<file path="config.mk">
export PLATFORM = sky130hd
export DESIGN_NAME = oei_interlock
export DESIGN_NICKNAME = d
export VERILOG_FILES = /design/src/design/oei_pkg.sv /design/src/design/oei_sync.sv /design/src/design/oei_input_map.sv /design/src/design/oei_interlock.sv
export SDC_FILE = /design/constraint.sdc
export NUM_CORES = 1
export LEC_CHECK = 0
export BUFFER_PORTS_ARGS = -buffer_cell sky130_fd_sc_hd__buf_2
export CORE_AREA = 2 2 90 92
export CTS_CLUSTER_DIAMETER = 120
export DETAILED_ROUTE_END_ITERATION = 6
export DIE_AREA = 0 0 92 94
export GPL_TIMING_DRIVEN = 0
export PLACE_DENSITY = 0.84
export SYNTH_ARGS = -nofsm -noshare
export SYNTH_HDL_FRONTEND = slang
export SYNTH_SLANG_ARGS = --single-unit
</file>
<file path="constraint.sdc">
create_clock -name clock -period 2.1 [get_ports clock]
set_clock_uncertainty 0.1 [all_clocks]
set_input_delay 0.42 -clock clock [delete_from_list [all_inputs] [get_ports clock]]
set_output_delay 0.42 -clock clock [all_outputs]
set_load 0.03 [all_outputs]
</file>
<file path="src/design/oei_pkg.sv">
/*
 * constants for the overtravel and emergency-stop interlock: register map,
 * field positions, reset values and stop-mode codes.
 * assumes a 32-bit plain register port with an 8-bit byte address.
 */
package oei_pkg;

    // ==========================================================
    // sizes
    localparam int DI_COUNT = 8;
    localparam int SEL_W    = 3;
    localparam int MODE_W   = 3;
    localparam int ADDR_W   = 8;
    localparam int DATA_W   = 32;

    // ==========================================================
    // register offsets
    localparam logic [ADDR_W-1:0] OFS_INPUT_MAP  = 8'h00;
    localparam logic [ADDR_W-1:0] OFS_STOP_MODE  = 8'h04;
    localparam logic [ADDR_W-1:0] OFS_AUX_CMD    = 8'h08;
    localparam logic [ADDR_W-1:0] OFS_LIVE_STAT  = 8'h0C;
    localparam logic [ADDR_W-1:0] OFS_EVENT_STAT = 8'h10;
    localparam logic [ADDR_W-1:0] OFS_EVENT_MASK = 8'h14;

    // ==========================================================
    // input map fields
    localparam int POS_SEL_LSB   = 0;
    localparam int POS_POL_BIT   = 4;
    localparam int NEG_SEL_LSB   = 8;
    localparam int NEG_POL_BIT   = 12;
    localparam int ESTOP_SEL_LSB = 16;
    localparam int ESTOP_POL_BIT = 20;

    // stop mode fields
    localparam int OT_MODE_LSB    = 0;
    localparam int ESTOP_MODE_LSB = 4;

    // live status fields
    localparam int LS_POS_LIMIT = 0;
    localparam int LS_NEG_LIMIT = 1;
    localparam int LS_ESTOP     = 2;
    localparam int LS_STOPPING  = 3;
    localparam int LS_POS_LOCK  = 4;
    localparam int LS_CAUSE_ES  = 5;

    // event status and mask fields
    localparam int EV_W         = 3;
    localparam int EV_POS_LIMIT = 0;
    localparam int EV_NEG_LIMIT = 1;
    localparam int EV_ESTOP     = 2;

    // ==========================================================
    // stop-mode codes
    localparam logic [MODE_W-1:0] MODE_COAST      = 3'h0;
    localparam logic [MODE_W-1:0] MODE_ZERO_SPEED = 3'h1;
    localparam logic [MODE_W-1:0] MODE_RAMP       = 3'h2;
    localparam logic [MODE_W-1:0] MODE_ESTOP_TRQ  = 3'h3;
    localparam logic [MODE_W-1:0] MODE_DYN_BRAKE  = 3'h4;

    // ==========================================================
    // reset values
    localparam logic [SEL_W-1:0]  RST_POS_SEL    = 3'h0;
    localparam logic [SEL_W-1:0]  RST_NEG_SEL    = 3'h1;
    localparam logic [SEL_W-1:0]  RST_ESTOP_SEL  = 3'h2;
    localparam logic              RST_POL        = 1'h1;
    localparam logic [MODE_W-1:0] RST_OT_MODE    = MODE_ZERO_SPEED;
    localparam logic [MODE_W-1:0] RST_ESTOP_MODE = MODE_ZERO_SPEED;
    localparam logic [EV_W-1:0]   RST_MASK       = 3'h0;

    typedef enum {OEI_RUN, OEI_STOPPING, OEI_LOCKED} oei_state_t;

endpackage

</file>
<file path="src/design/oei_sync.sv">
/*
 * two-flop synchroniser for the digital input pins.
 * assumes the pins are asynchronous to clock.
 */
`timescale 1ns/10ps
module oei_sync
    import oei_pkg::*;
(
    input  wire logic                clock,
    input  wire logic                arst_n,
    input  wire logic [DI_COUNT-1:0] pinIn,
    output      logic [DI_COUNT-1:0] pinSync
);

    // ==========================================================
    // stages
    logic [DI_COUNT-1:0] stage1;

    always_ff @(posedge clock or negedge arst_n) begin
        if (!arst_n) begin
            stage1  <= '0;
            pinSync <= '0;
        end else begin
            stage1  <= pinIn;
            pinSync <= stage1;
        end
    end

endmodule

</file>
<file path="src/design/oei_input_map.sv">
/*
 * picks one synchronised input by index and applies its active level.
 * assumes pinSync is already in the clock domain.
 */
`timescale 1ns/10ps
module oei_input_map
    import oei_pkg::*;
(
    input  wire logic                clock,
    input  wire logic                arst_n,
    input  wire logic [DI_COUNT-1:0] pinSync,
    input  wire logic [SEL_W-1:0]    select,
    input  wire logic                activeHigh,
    output      logic                asserted
);

    logic next_asserted;

    // ==========================================================
    // selection and polarity
    always_comb begin
        next_asserted = pinSync[select] ~^ activeHigh;
    end

    always_ff @(posedge clock or negedge arst_n) begin
        if (!arst_n) begin
            asserted <= 1'b0;
        end else begin
            asserted <= next_asserted;
        end
    end

endmodule

</file>
<file path="src/design/oei_interlock.sv">
/*
 * overtravel and emergency-stop interlock: limit inhibit, stop sequencing,
 * position lock, warnings, register port and interrupt.
 * assumes motion requests and motorStopped come from logic on clock;
 * digIn comes from pins and is synchronised here.
 */
// Our own choices: the address-and-strobe port and the address map.
`timescale 1ns/10ps
module oei_interlock
    import oei_pkg::*;
(
    input  wire logic                clock,
    input  wire logic                arst_n,
    input  wire logic [DI_COUNT-1:0] digIn,
    input  wire logic                fwdRequest,
    input  wire logic                revRequest,
    input  wire logic                motorStopped,
    input  wire logic [ADDR_W-1:0]   address,
    input  wire logic [DATA_W-1:0]   wrData,
    input  wire logic                wrStrobe,
    input  wire logic                rdStrobe,
    output      logic [DATA_W-1:0]   rdData,
    output      logic                fwdDrive,
    output      logic                revDrive,
    output      logic                stopActive,
    output      logic [MODE_W-1:0]   stopMode,
    output      logic                positionLock,
    output      logic                estopWarning,
    output      logic                posLimitWarning,
    output      logic                negLimitWarning,
    output      logic                irq
);

    // ==========================================================
    // input path
    logic [DI_COUNT-1:0] pinSync;
    logic                posLimit;
    logic                negLimit;
    logic                estopInput;
    logic [SEL_W-1:0]    posSel;
    logic                posPol;
    logic [SEL_W-1:0]    negSel;
    logic                negPol;
    logic [SEL_W-1:0]    estopSel;
    logic                estopPol;
    logic [MODE_W-1:0]   otMode;
    logic [MODE_W-1:0]   estopMode;
    logic                auxEstop;
    logic [EV_W-1:0]     eventStat;
    logic [EV_W-1:0]     eventMask;

    oei_sync u_sync (
        .clock   (clock),
        .arst_n  (arst_n),
        .pinIn   (digIn),
        .pinSync (pinSync)
    );
    oei_input_map u_pos_map (
        .clock      (clock),
        .arst_n     (arst_n),
        .pinSync    (pinSync),
        .select     (posSel),
        .activeHigh (posPol),
        .asserted   (posLimit)
    );
    oei_input_map u_neg_map (
        .clock      (clock),
        .arst_n     (arst_n),
        .pinSync    (pinSync),
        .select     (negSel),
        .activeHigh (negPol),
        .asserted   (negLimit)
    );
    oei_input_map u_estop_map (
        .clock      (clock),
        .arst_n     (arst_n),
        .pinSync    (pinSync),
        .select     (estopSel),
        .activeHigh (estopPol),
        .asserted   (estopInput)
    );

    // ==========================================================
    // edge detection
    logic posLimitPrev;
    logic negLimitPrev;
    logic estopPrev;
    logic estopActive;
    logic posRise;
    logic negRise;
    logic estopRise;
    assign estopActive = estopInput | auxEstop;
    assign posRise     = posLimit & ~posLimitPrev;
    assign negRise     = negLimit & ~negLimitPrev;
    assign estopRise   = estopActive & ~estopPrev;

    always_ff @(posedge clock or negedge arst_n) begin
        if (!arst_n) begin
            posLimitPrev <= 1'b0;
            negLimitPrev <= 1'b0;
            estopPrev    <= 1'b0;
        end else begin
            posLimitPrev <= posLimit;
            negLimitPrev <= negLimit;
            estopPrev    <= estopActive;
        end
    end

    // ==========================================================
    // stop sequencer
    oei_state_t        state;
    oei_state_t        next_state;
    logic              causeEstop;
    logic              next_causeEstop;
    logic [MODE_W-1:0] next_stopMode;
    logic              outOfLimit;

    // a command away from the active limit releases the lock
    assign outOfLimit = (~posLimit & ~negLimit)
                      | (posLimit & ~negLimit & revRequest & ~fwdRequest)
                      | (negLimit & ~posLimit & fwdRequest & ~revRequest);
    always_comb begin
        next_state      = state;
        next_causeEstop = causeEstop;
        next_stopMode   = stopMode;
        case (state)
            OEI_RUN: begin
                if (estopActive) begin
                    next_state      = OEI_STOPPING;
                    next_causeEstop = 1'b1;
                    next_stopMode   = estopMode;
                end else if (posRise || negRise) begin
                    next_state      = OEI_STOPPING;
                    next_causeEstop = 1'b0;
                    next_stopMode   = otMode;
                end
            end
            OEI_STOPPING: begin
                if (estopActive && !causeEstop) begin
                    next_causeEstop = 1'b1;
                    next_stopMode   = estopMode;
                end
                if (motorStopped) begin
                    next_state = OEI_LOCKED;
                end
            end
            OEI_LOCKED: begin
                if (estopActive) begin
                    next_causeEstop = 1'b1;
                    next_stopMode   = estopMode;
                end else if (causeEstop || outOfLimit) begin
                    next_state = OEI_RUN;
                end
            end
            default: begin
                next_state = OEI_RUN;
            end
        endcase
    end

    always_ff @(posedge clock or negedge arst_n) begin
        if (!arst_n) begin
            state      <= OEI_RUN;
            causeEstop <= 1'b0;
            stopMode   <= RST_OT_MODE;
        end else begin
            state      <= next_state;
            causeEstop <= next_causeEstop;
            stopMode   <= next_stopMode;
        end
    end

    // ==========================================================
    // drive permission and warnings
    logic next_fwdDrive;
    logic next_revDrive;

    always_comb begin
        next_fwdDrive = fwdRequest & ~posLimit & (next_state == OEI_RUN);
        next_revDrive = revRequest & ~negLimit & (next_state == OEI_RUN);
    end

    always_ff @(posedge clock or negedge arst_n) begin
        if (!arst_n) begin
            fwdDrive        <= 1'b0;
            revDrive        <= 1'b0;
            stopActive      <= 1'b0;
            positionLock    <= 1'b0;
            estopWarning    <= 1'b0;
            posLimitWarning <= 1'b0;
            negLimitWarning <= 1'b0;
        end else begin
            fwdDrive        <= next_fwdDrive;
            revDrive        <= next_revDrive;
            stopActive      <= (next_state == OEI_STOPPING);
            positionLock    <= (next_state == OEI_LOCKED);
            estopWarning    <= estopActive;
            posLimitWarning <= posLimit;
            negLimitWarning <= negLimit;
        end
    end

    // ==========================================================
    // register port
    logic [DATA_W-1:0] next_rdData;
    logic [DATA_W-1:0] liveStat;
    logic [EV_W-1:0]   next_eventStat;
    logic [EV_W-1:0]   eventSet;
    logic              next_irq;

    always_comb begin
        liveStat               = '0;
        liveStat[LS_POS_LIMIT] = posLimit;
        liveStat[LS_NEG_LIMIT] = negLimit;
        liveStat[LS_ESTOP]     = estopActive;
        liveStat[LS_STOPPING]  = (state == OEI_STOPPING);
        liveStat[LS_POS_LOCK]  = (state == OEI_LOCKED);
        liveStat[LS_CAUSE_ES]  = causeEstop;
        next_rdData = '0;
        if (rdStrobe) begin
            case (address)
                OFS_INPUT_MAP: begin
                    next_rdData[POS_SEL_LSB +: SEL_W]   = posSel;
                    next_rdData[POS_POL_BIT]            = posPol;
                    next_rdData[NEG_SEL_LSB +: SEL_W]   = negSel;
                    next_rdData[NEG_POL_BIT]            = negPol;
                    next_rdData[ESTOP_SEL_LSB +: SEL_W] = estopSel;
                    next_rdData[ESTOP_POL_BIT]          = estopPol;
                end
                OFS_STOP_MODE: begin
                    next_rdData[OT_MODE_LSB +: MODE_W]    = otMode;
                    next_rdData[ESTOP_MODE_LSB +: MODE_W] = estopMode;
                end
                OFS_AUX_CMD:    next_rdData[0]          = auxEstop;
                OFS_LIVE_STAT:  next_rdData             = liveStat;
                OFS_EVENT_STAT: next_rdData[EV_W-1:0]   = eventStat;
                OFS_EVENT_MASK: next_rdData[EV_W-1:0]   = eventMask;
                default:        next_rdData             = '0;
            endcase
        end
        eventSet               = '0;
        eventSet[EV_POS_LIMIT] = posRise;
        eventSet[EV_NEG_LIMIT] = negRise;
        eventSet[EV_ESTOP]     = estopRise;
        next_eventStat = eventStat;
        if (rdStrobe && (address == OFS_EVENT_STAT)) begin
            next_eventStat = '0;
        end
        next_eventStat = next_eventStat | eventSet;
        next_irq       = |(next_eventStat & eventMask);
    end

    always_ff @(posedge clock or negedge arst_n) begin
        if (!arst_n) begin
            rdData    <= '0;
            posSel    <= RST_POS_SEL;
            posPol    <= RST_POL;
            negSel    <= RST_NEG_SEL;
            negPol    <= RST_POL;
            estopSel  <= RST_ESTOP_SEL;
            estopPol  <= RST_POL;
            otMode    <= RST_OT_MODE;
            estopMode <= RST_ESTOP_MODE;
            auxEstop  <= 1'b0;
            eventStat <= '0;
            eventMask <= RST_MASK;
            irq       <= 1'b0;
        end else begin
            rdData    <= next_rdData;
            eventStat <= next_eventStat;
            irq       <= next_irq;
            if (wrStrobe && (address == OFS_INPUT_MAP)) begin
                posSel   <= wrData[POS_SEL_LSB +: SEL_W];
                posPol   <= wrData[POS_POL_BIT];
                negSel   <= wrData[NEG_SEL_LSB +: SEL_W];
                negPol   <= wrData[NEG_POL_BIT];
                estopSel <= wrData[ESTOP_SEL_LSB +: SEL_W];
                estopPol <= wrData[ESTOP_POL_BIT];
            end
            if (wrStrobe && (address == OFS_STOP_MODE)) begin
                otMode    <= wrData[OT_MODE_LSB +: MODE_W];
                estopMode <= wrData[ESTOP_MODE_LSB +: MODE_W];
            end
            if (wrStrobe && (address == OFS_AUX_CMD)) begin
                auxEstop <= wrData[0];
            end
            if (wrStrobe && (address == OFS_EVENT_MASK)) begin
                eventMask <= wrData[EV_W-1:0];
            end
        end
    end
endmodule

</file>
==> metrics.md, run 1 <==
| Metric | Value |
|---|---|
| Status | `finished, final reports clean` |
| Hold_sp | `digIn[6]` |
| CTS Buf Count | `9` |
| Syn avg cell area | `14.5 um2` |
| Post-synth EDFFs | `0` |
| Final setup viols | `0` |
| Antenna violations before repair | `1` |
| Worst R2R Setup Slack | `0.09 ns` |
| Pwr Total | `3.74 mW` |
| Synthesized cell area | `0.00399 mm2` |
| Hpwl dp | `5280 um` |
| Register area | `0.00259 mm2` |
| Die Y | `94 um` |
| Row count | `32` |
| Multi-input gate area | `0.00141 mm2` |
| Critical R2R Capture | `stopMode[2]$_DFFE_PN0P_` |
| Share of cells above drive strength 1 | `0.385` |
| Fin area | `0.00485 mm2` |
| Reg clk slew, reported paths | `0.10 ns` |
| Drt first pass iters | `5` |
| Number of top-level pins | `98` |
| Hold Crit Depth | `1` |
| Hold path endpoint | `u_sync.stage1[6]$_DFF_PN0_` |
| Hold Crit Class | `primary input to flip-flop` |
| Power density over the cells | `770 mW/mm2` |
| Reg2reg start | `state[11]$_DFF_PN0_` |
| Final #Nets | `450` |
| Clock Latency Late Sink | `0.36 ns` |
| Fin crit period | `2.01 ns` |
| DRC | `0` |
| Inst Count DP | `485` |
| Synthesized flop and latch total | `103` |
| Root buf cell | `clkbuf_8` |
| RSZ-0062 raised after global routing | `false` |
| Largest area contributor in the netlist | `dfrtp_1` |
| Average wire per standard cell | `13.9 um` |
| Slew Limit Headroom | `0.614` |
| Routed Wire Length | `6990 um` |
| Crit. Startpoint | `state[11]$_DFF_PN0_` |
| FMAX | `496 MHz` |
| # Max-Cap Violations | `0` |
| CP Launch Type | `flip-flop` |
| Drt initial violations | `116` |
| Tcrit/Tclk final | `0.959` |
| Crit-path max FO | `8` |
| Gr ovfl total | `0` |
| Clock buffer depth | `2` |
| CP Capture Type | `flip-flop` |
| Port Buffers | `61` |
| Core Area | `0.00761 mm2` |
| Place WS | `-0.0257 ns` |
| Final-layout fill cell count | `589` |
| Arr. time, crit path | `2.16 ns` |
| Most common cell in the netlist | `dfrtp_1` |
| Detail-routed via count per cell | `4.89` |
| Final setup margin | `0.0857 ns` |
| Worst-margin pin slew | `0.577 ns` |
| Total negative slack | `0 ns` |
| Area growth syn-to-layout | `21.6%` |
| Vias in the first global route | `2493` |
| Syn Inst Count | `275` |
| Fin. max-slew vios | `0` |
| Worst EP required | `2.25 ns` |
| CTS tree | `built` |
| Initial Util | `0.525` |
| Setup CP Type | `flip-flop to flip-flop` |
| Ys async rst share | `1.00` |
| Fin util | `0.638` |
| Main area contributors after synthesis | `dfrtp_1 60%, mux2_2 8.2%, dfstp_2 5.3%` |
| Yosys top cell area share | `0.596` |
| Peak supply drop | `0.300 mV` |
| Largest net degree at the start of global routing | `78` |
| Final Hold Slack | `0.0595 ns` |
| First-pass GRT wire length | `11700 um` |
| GRT Total Usage | `0.178` |
| Routed Antenna Nets | `0` |
| Vias after detailed routing | `2462` |
| Warnings from Yosys | `0` |
| Routability Congestion | `0.881` |
| Static Leak | `2.41 nW` |
| Ys flop type | `dfrtp_1` |
| Sequential-to-total area share from yosys stat | `0.648` |
| Sink Count | `103` |
| Die Footprint | `0.00865 mm2` |
| Fin cells | `503` |
| Commonest cells post-synth | `95 x dfrtp_1, 29 x mux2_2, 17 x buf_4` |
| Post-CTS Setup Inserts | `0` |
| Die X | `92 um` |
| H-tree depth | `3` |
| R2r worst-path depth | `5` |
| Post-synthesis cell type count | `49` |
| Dpl cell area | `0.00463 mm2` |
| Final Hold Fails | `0` |
==> flip-flops by register name, indices dropped and copies added, names as in the netlist, 8 cells and up <==
signal / count
state: 32
rdData: 15
u_sync.pinSync: 8
u_sync.stage1: 8
==> cell type report <==
cell class              instances  area share
well taps                     102      0.0263
inverters                       3     0.00232
clock inverters                 7      0.0170
multi-input cells             190       0.290
diodes                          1    0.000516
flip-flops and latches        103       0.533
repair buffers                 63      0.0712
clock buffers                   9      0.0255
plain buffers                  25      0.0338
==> where the power goes <==
part	switching [mW]	internal, mW
sequential	0.0556	2.08
clock	0.679	0.565
combinational	0.220	0.140
==> cell families after synthesis <==
family                 after synthesis  synth area share
flip-flops                         103             0.648
AND/OR/NAND/NOR                     69             0.113
AO/OA/AOI/OAI                       30            0.0561
XOR/XNOR                             3           0.00658
buffers and inverters               28            0.0439
other                                1          0.000940
multiplexers                        41             0.131
==> per-layer routing <==
metal	part of all wire	up-vias	global-route usage
met5	0.0019	-	0
met4	0.020	2	0.0721
met3	0.069	19	0.0562
met2	0.50	80	0.287
met1	0.41	1198	0.225
li1	-	1163	-
==> worst max path at each step <==
stage                               to  cells past startpoint
2_1_floorplan  stopMode[1]$_DFFE_PN0P_                      5
3_3_place_gp        state[5]$_DFF_PN0_                      1
3_5_place_dp     posSel[0]$_DFFE_PN0P_                      7
4_1_cts        stopMode[2]$_DFFE_PN0P_                      5
5_1_grt        stopMode[2]$_DFFE_PN0P_                      5
6_report       stopMode[2]$_DFFE_PN0P_                      5
==> placed cells by master, fill, tap and decap left out, drive strengths merged, types with 3 or more instances in the layout <==
cell    synthesis  routed
a21oi           8       8
and3           10      10
and4            4       4
buf            22      84
clkbuf          3      12
clkinv          0       3
conb            1      47
dfrtp          95      95
dfstp           8       8
inv             3       4
mux2           29      29
mux2i           6       6
mux4            6       6
nand2           7       7
nand2b          4       4
nand3           3       3
nor2           14      14
nor2b           5       5
nor3            4       4
nor4            6       6
o21ai           3       3
xor2            3       3
==> critical path, stage by stage, from the launching register on <==
cell and delay [ns]:
dfrtp_1 0.37, or4_4 0.54, nor3_4 0.16, nand4_4 0.19, nor2_4 0.20, mux2_2 0.35
==> what timing repair did <==
action                                  4_1_cts  5_1_grt
endpoints found under the hold margin        23        0
endpoints found under the setup margin        0        4
hold buffers                                  1        0
gates resized for setup                       0        2
(Power assumes the default switching activity.)
==> run 2, diff against run 1 <==
==> constraint.sdc (replaced) <==
create_clock -name clock -period 2.18 [get_ports clock]
set_clock_uncertainty 0.1 [all_clocks]
set_input_delay 0.436 -clock clock [delete_from_list [all_inputs] [get_ports clock]]
set_output_delay 0.436 -clock clock [all_outputs]
set_load 0.03 [all_outputs]
==> run 2 against run 1 <==
Net effect:
- critical endpoint unchanged
- critical path type unchanged
- via count rose by 0.16%
- largest power group unchanged
- worst setup slack improved by 0.067 ns
- non-clock buffer count did not move
- count of clock-buffer cells in the layout did not move
- critical path depth did not move
- routed wire length did not move
- combinational power fell by 4%
- die area did not move
- first-iteration DRC count rose by 4.3%
- register-to-register slack improved by 0.07 ns
- clock power fell by 3%
- final cell count did not move
==> metrics.md, run 2 (synthesized netlist as in run 1, its figures left out) <==
| Metric | Value |
|---|---|
| Status | `finished, final reports clean` |
| Register area | `0.00259 mm2` |
| Setup CP Type | `flip-flop to flip-flop` |
| DRC | `0` |
| Most frequent cells in the layout | `95 x dfrtp_1, 65 x buf_2, 47 x conb_1` |
| Die X | `92 um` |
| Final #Nets | `450` |
| Hpwl dp | `5280 um` |
| Die Footprint | `0.00865 mm2` |
| Port Buffers | `61` |
| Area growth syn-to-layout | `21.4%` |
| Fin crit period | `2.03 ns` |
| Vias after detailed routing | `2466` |
| FMAX | `493 MHz` |
| Post-CTS Setup Inserts | `0` |
| CP Launch Type | `flip-flop` |
| Worst EP required | `2.33 ns` |
| Power density over the cells | `744 mW/mm2` |
| Worst-margin pin slew | `0.538 ns` |
| Multi-input gate area | `0.00140 mm2` |
| Reg clk slew, reported paths | `0.10 ns` |
| Hold path endpoint | `u_sync.stage1[6]$_DFF_PN0_` |
| Final Hold Fails | `0` |
| Largest net degree at the start of global routing | `78` |
| Final setup viols | `0` |
| Die Y | `94 um` |
| Critical R2R Capture | `stopMode[2]$_DFFE_PN0P_` |
| Worst Path Buf+Inv | `0` |
| Antenna violations before repair | `1` |
| Row count | `32` |
| Delay-heaviest family, CP | `simple AND/OR/NAND/NOR gates` |
| Initial Util | `0.525` |
| First-pass GRT wire length | `11700 um` |
| Fin area | `0.00485 mm2` |
| Hold_sp | `digIn[6]` |
| Final Hold Slack | `0.0736 ns` |
| Peak supply drop | `0.291 mV` |
| GRT Total Usage | `0.178` |
| # Max-Cap Violations | `0` |
| CTS tree | `built` |
| CP Capture Type | `flip-flop` |
| Reg2reg start | `state[11]$_DFF_PN0_` |
| Max reg flops | `32` |
| Worst R2R Setup Slack | `0.15 ns` |
| Vias in the first global route | `2493` |
| Arr. time, crit path | `2.18 ns` |
| Dpl cell area | `0.00463 mm2` |
| Top Registers | `state x32, rdData x15` |
| Routed Antenna Nets | `0` |
| Tcrit/Tclk final | `0.930` |
| Sink Count | `103` |
| Share of cells above drive strength 1 | `0.383` |
| RSZ-0062 raised after global routing | `false` |
| Gr ovfl total | `0` |
| Clock Latency Late Sink | `0.36 ns` |
| CP peak stage delay | `0.54 ns` |
| Total negative slack | `0 ns` |
| Fin. max-slew vios | `0` |
| Average wire per standard cell | `13.9 um` |
| Hold Crit Class | `primary input to flip-flop` |
| Number of top-level pins | `98` |
| Commonest non-fill, non-tap cell in the layout | `dfrtp_1` |
| Routed Wire Length | `6990 um` |
| H-tree depth | `3` |
| Critical-path cell list | `or4_4 > nor3_4 > nand4_4 > nor2_4 > mux2_2` |
| R2r worst-path depth | `5` |
| Root buf cell | `clkbuf_8` |
| Drt first pass iters | `4` |
| Slowest-stage cell, CP | `or4_4` |
| Crit-path max FO | `8` |
| Slew Limit Headroom | `0.640` |
| Final-layout fill cell count | `591` |
| Top reg by flops | `state` |
| Static Leak | `2.41 nW` |
| Hold Crit Depth | `1` |
| Routability Congestion | `0.881` |
| CTS Buf Count | `9` |
| Core Area | `0.00761 mm2` |
| Clock buffer depth | `2` |
| Drt initial violations | `121` |
| Post-cts gate resize count | `0` |
| Detail-routed via count per cell | `4.90` |
[run 2: cell types whose count changed in the layout (fill, tap and decap cells not counted)]
cell	before	now
o21ai_1	1	0
a311oi_1	0	1
a311oi_2	1	0
o21ai_0	2	3
[run 2: timing repair]
action,CTS,global route
hold buffers,1,0
hold endpoints to repair,23,0
endpoints found under the setup margin,0,0
[run 2: worst max-delay path by stage]
stage / start / endpoint / cells past startpoint / slack [ns]
after floorplan: state[11]$_DFF_PN0_ / stopMode[1]$_DFFE_PN0P_ / 5 / 0.27
after global placement: arst_n / state[5]$_DFF_PN0_ / 1 / -0.35
after detailed placement: address[1] / posSel[0]$_DFFE_PN0P_ / 7 / 0.04
after CTS: state[11]$_DFF_PN0_ / stopMode[2]$_DFFE_PN0P_ / 5 / 0.15
after global routing: state[11]$_DFF_PN0_ / fwdDrive$_DFF_PN0_ / 5 / 0.02
final: state[11]$_DFF_PN0_ / stopMode[2]$_DFFE_PN0P_ / 5 / 0.15
[run 2: final cells by class]
| type | count | share of cell area |
|---|---|---|
| flip-flops and latches | 103 | 0.534 |
| repair buffers | 63 | 0.0713 |
| plain buffers | 25 | 0.0338 |
| well taps | 102 | 0.0263 |
| clock buffers | 9 | 0.0256 |
| multi-input cells | 190 | 0.289 |
| inverters | 3 | 0.00232 |
| clock inverters | 7 | 0.0170 |
| diodes | 1 | 0.000516 |
[run 2: per-layer routing]
metal,vias to the layer above,global-route usage,wire [um]
met5,-,0,13
met1,1204,0.225,2860
met2,83,0.287,3490
met4,2,0.0721,123
met3,15,0.0562,500
li1,1162,-,-
[run 2: power breakdown]
part | switching (mW) | internal (mW) | leakage, nW | total (mW)
Sequential | 0.0538 | 2.00 | 1.27 | 2.05
Clock | 0.659 | 0.544 | 0.0975 | 1.20
Combinational | 0.211 | 0.134 | 1.05 | 0.346
Total | 0.924 | 2.68 | 2.41 | 3.60
[run 2: per-stage QoR]
step           total power, mW  worst slack (ns)   util  std cells
6_report                  3.60             0.153  0.637        503
5_1_grt                   3.77            0.0225  0.637        502
4_1_cts                   3.63             0.145  0.637        502
3_5_place_dp              2.44            0.0383  0.608        485
3_3_place_gp              2.42            -0.345  0.604        484
2_1_floorplan             2.30             0.271      -        321
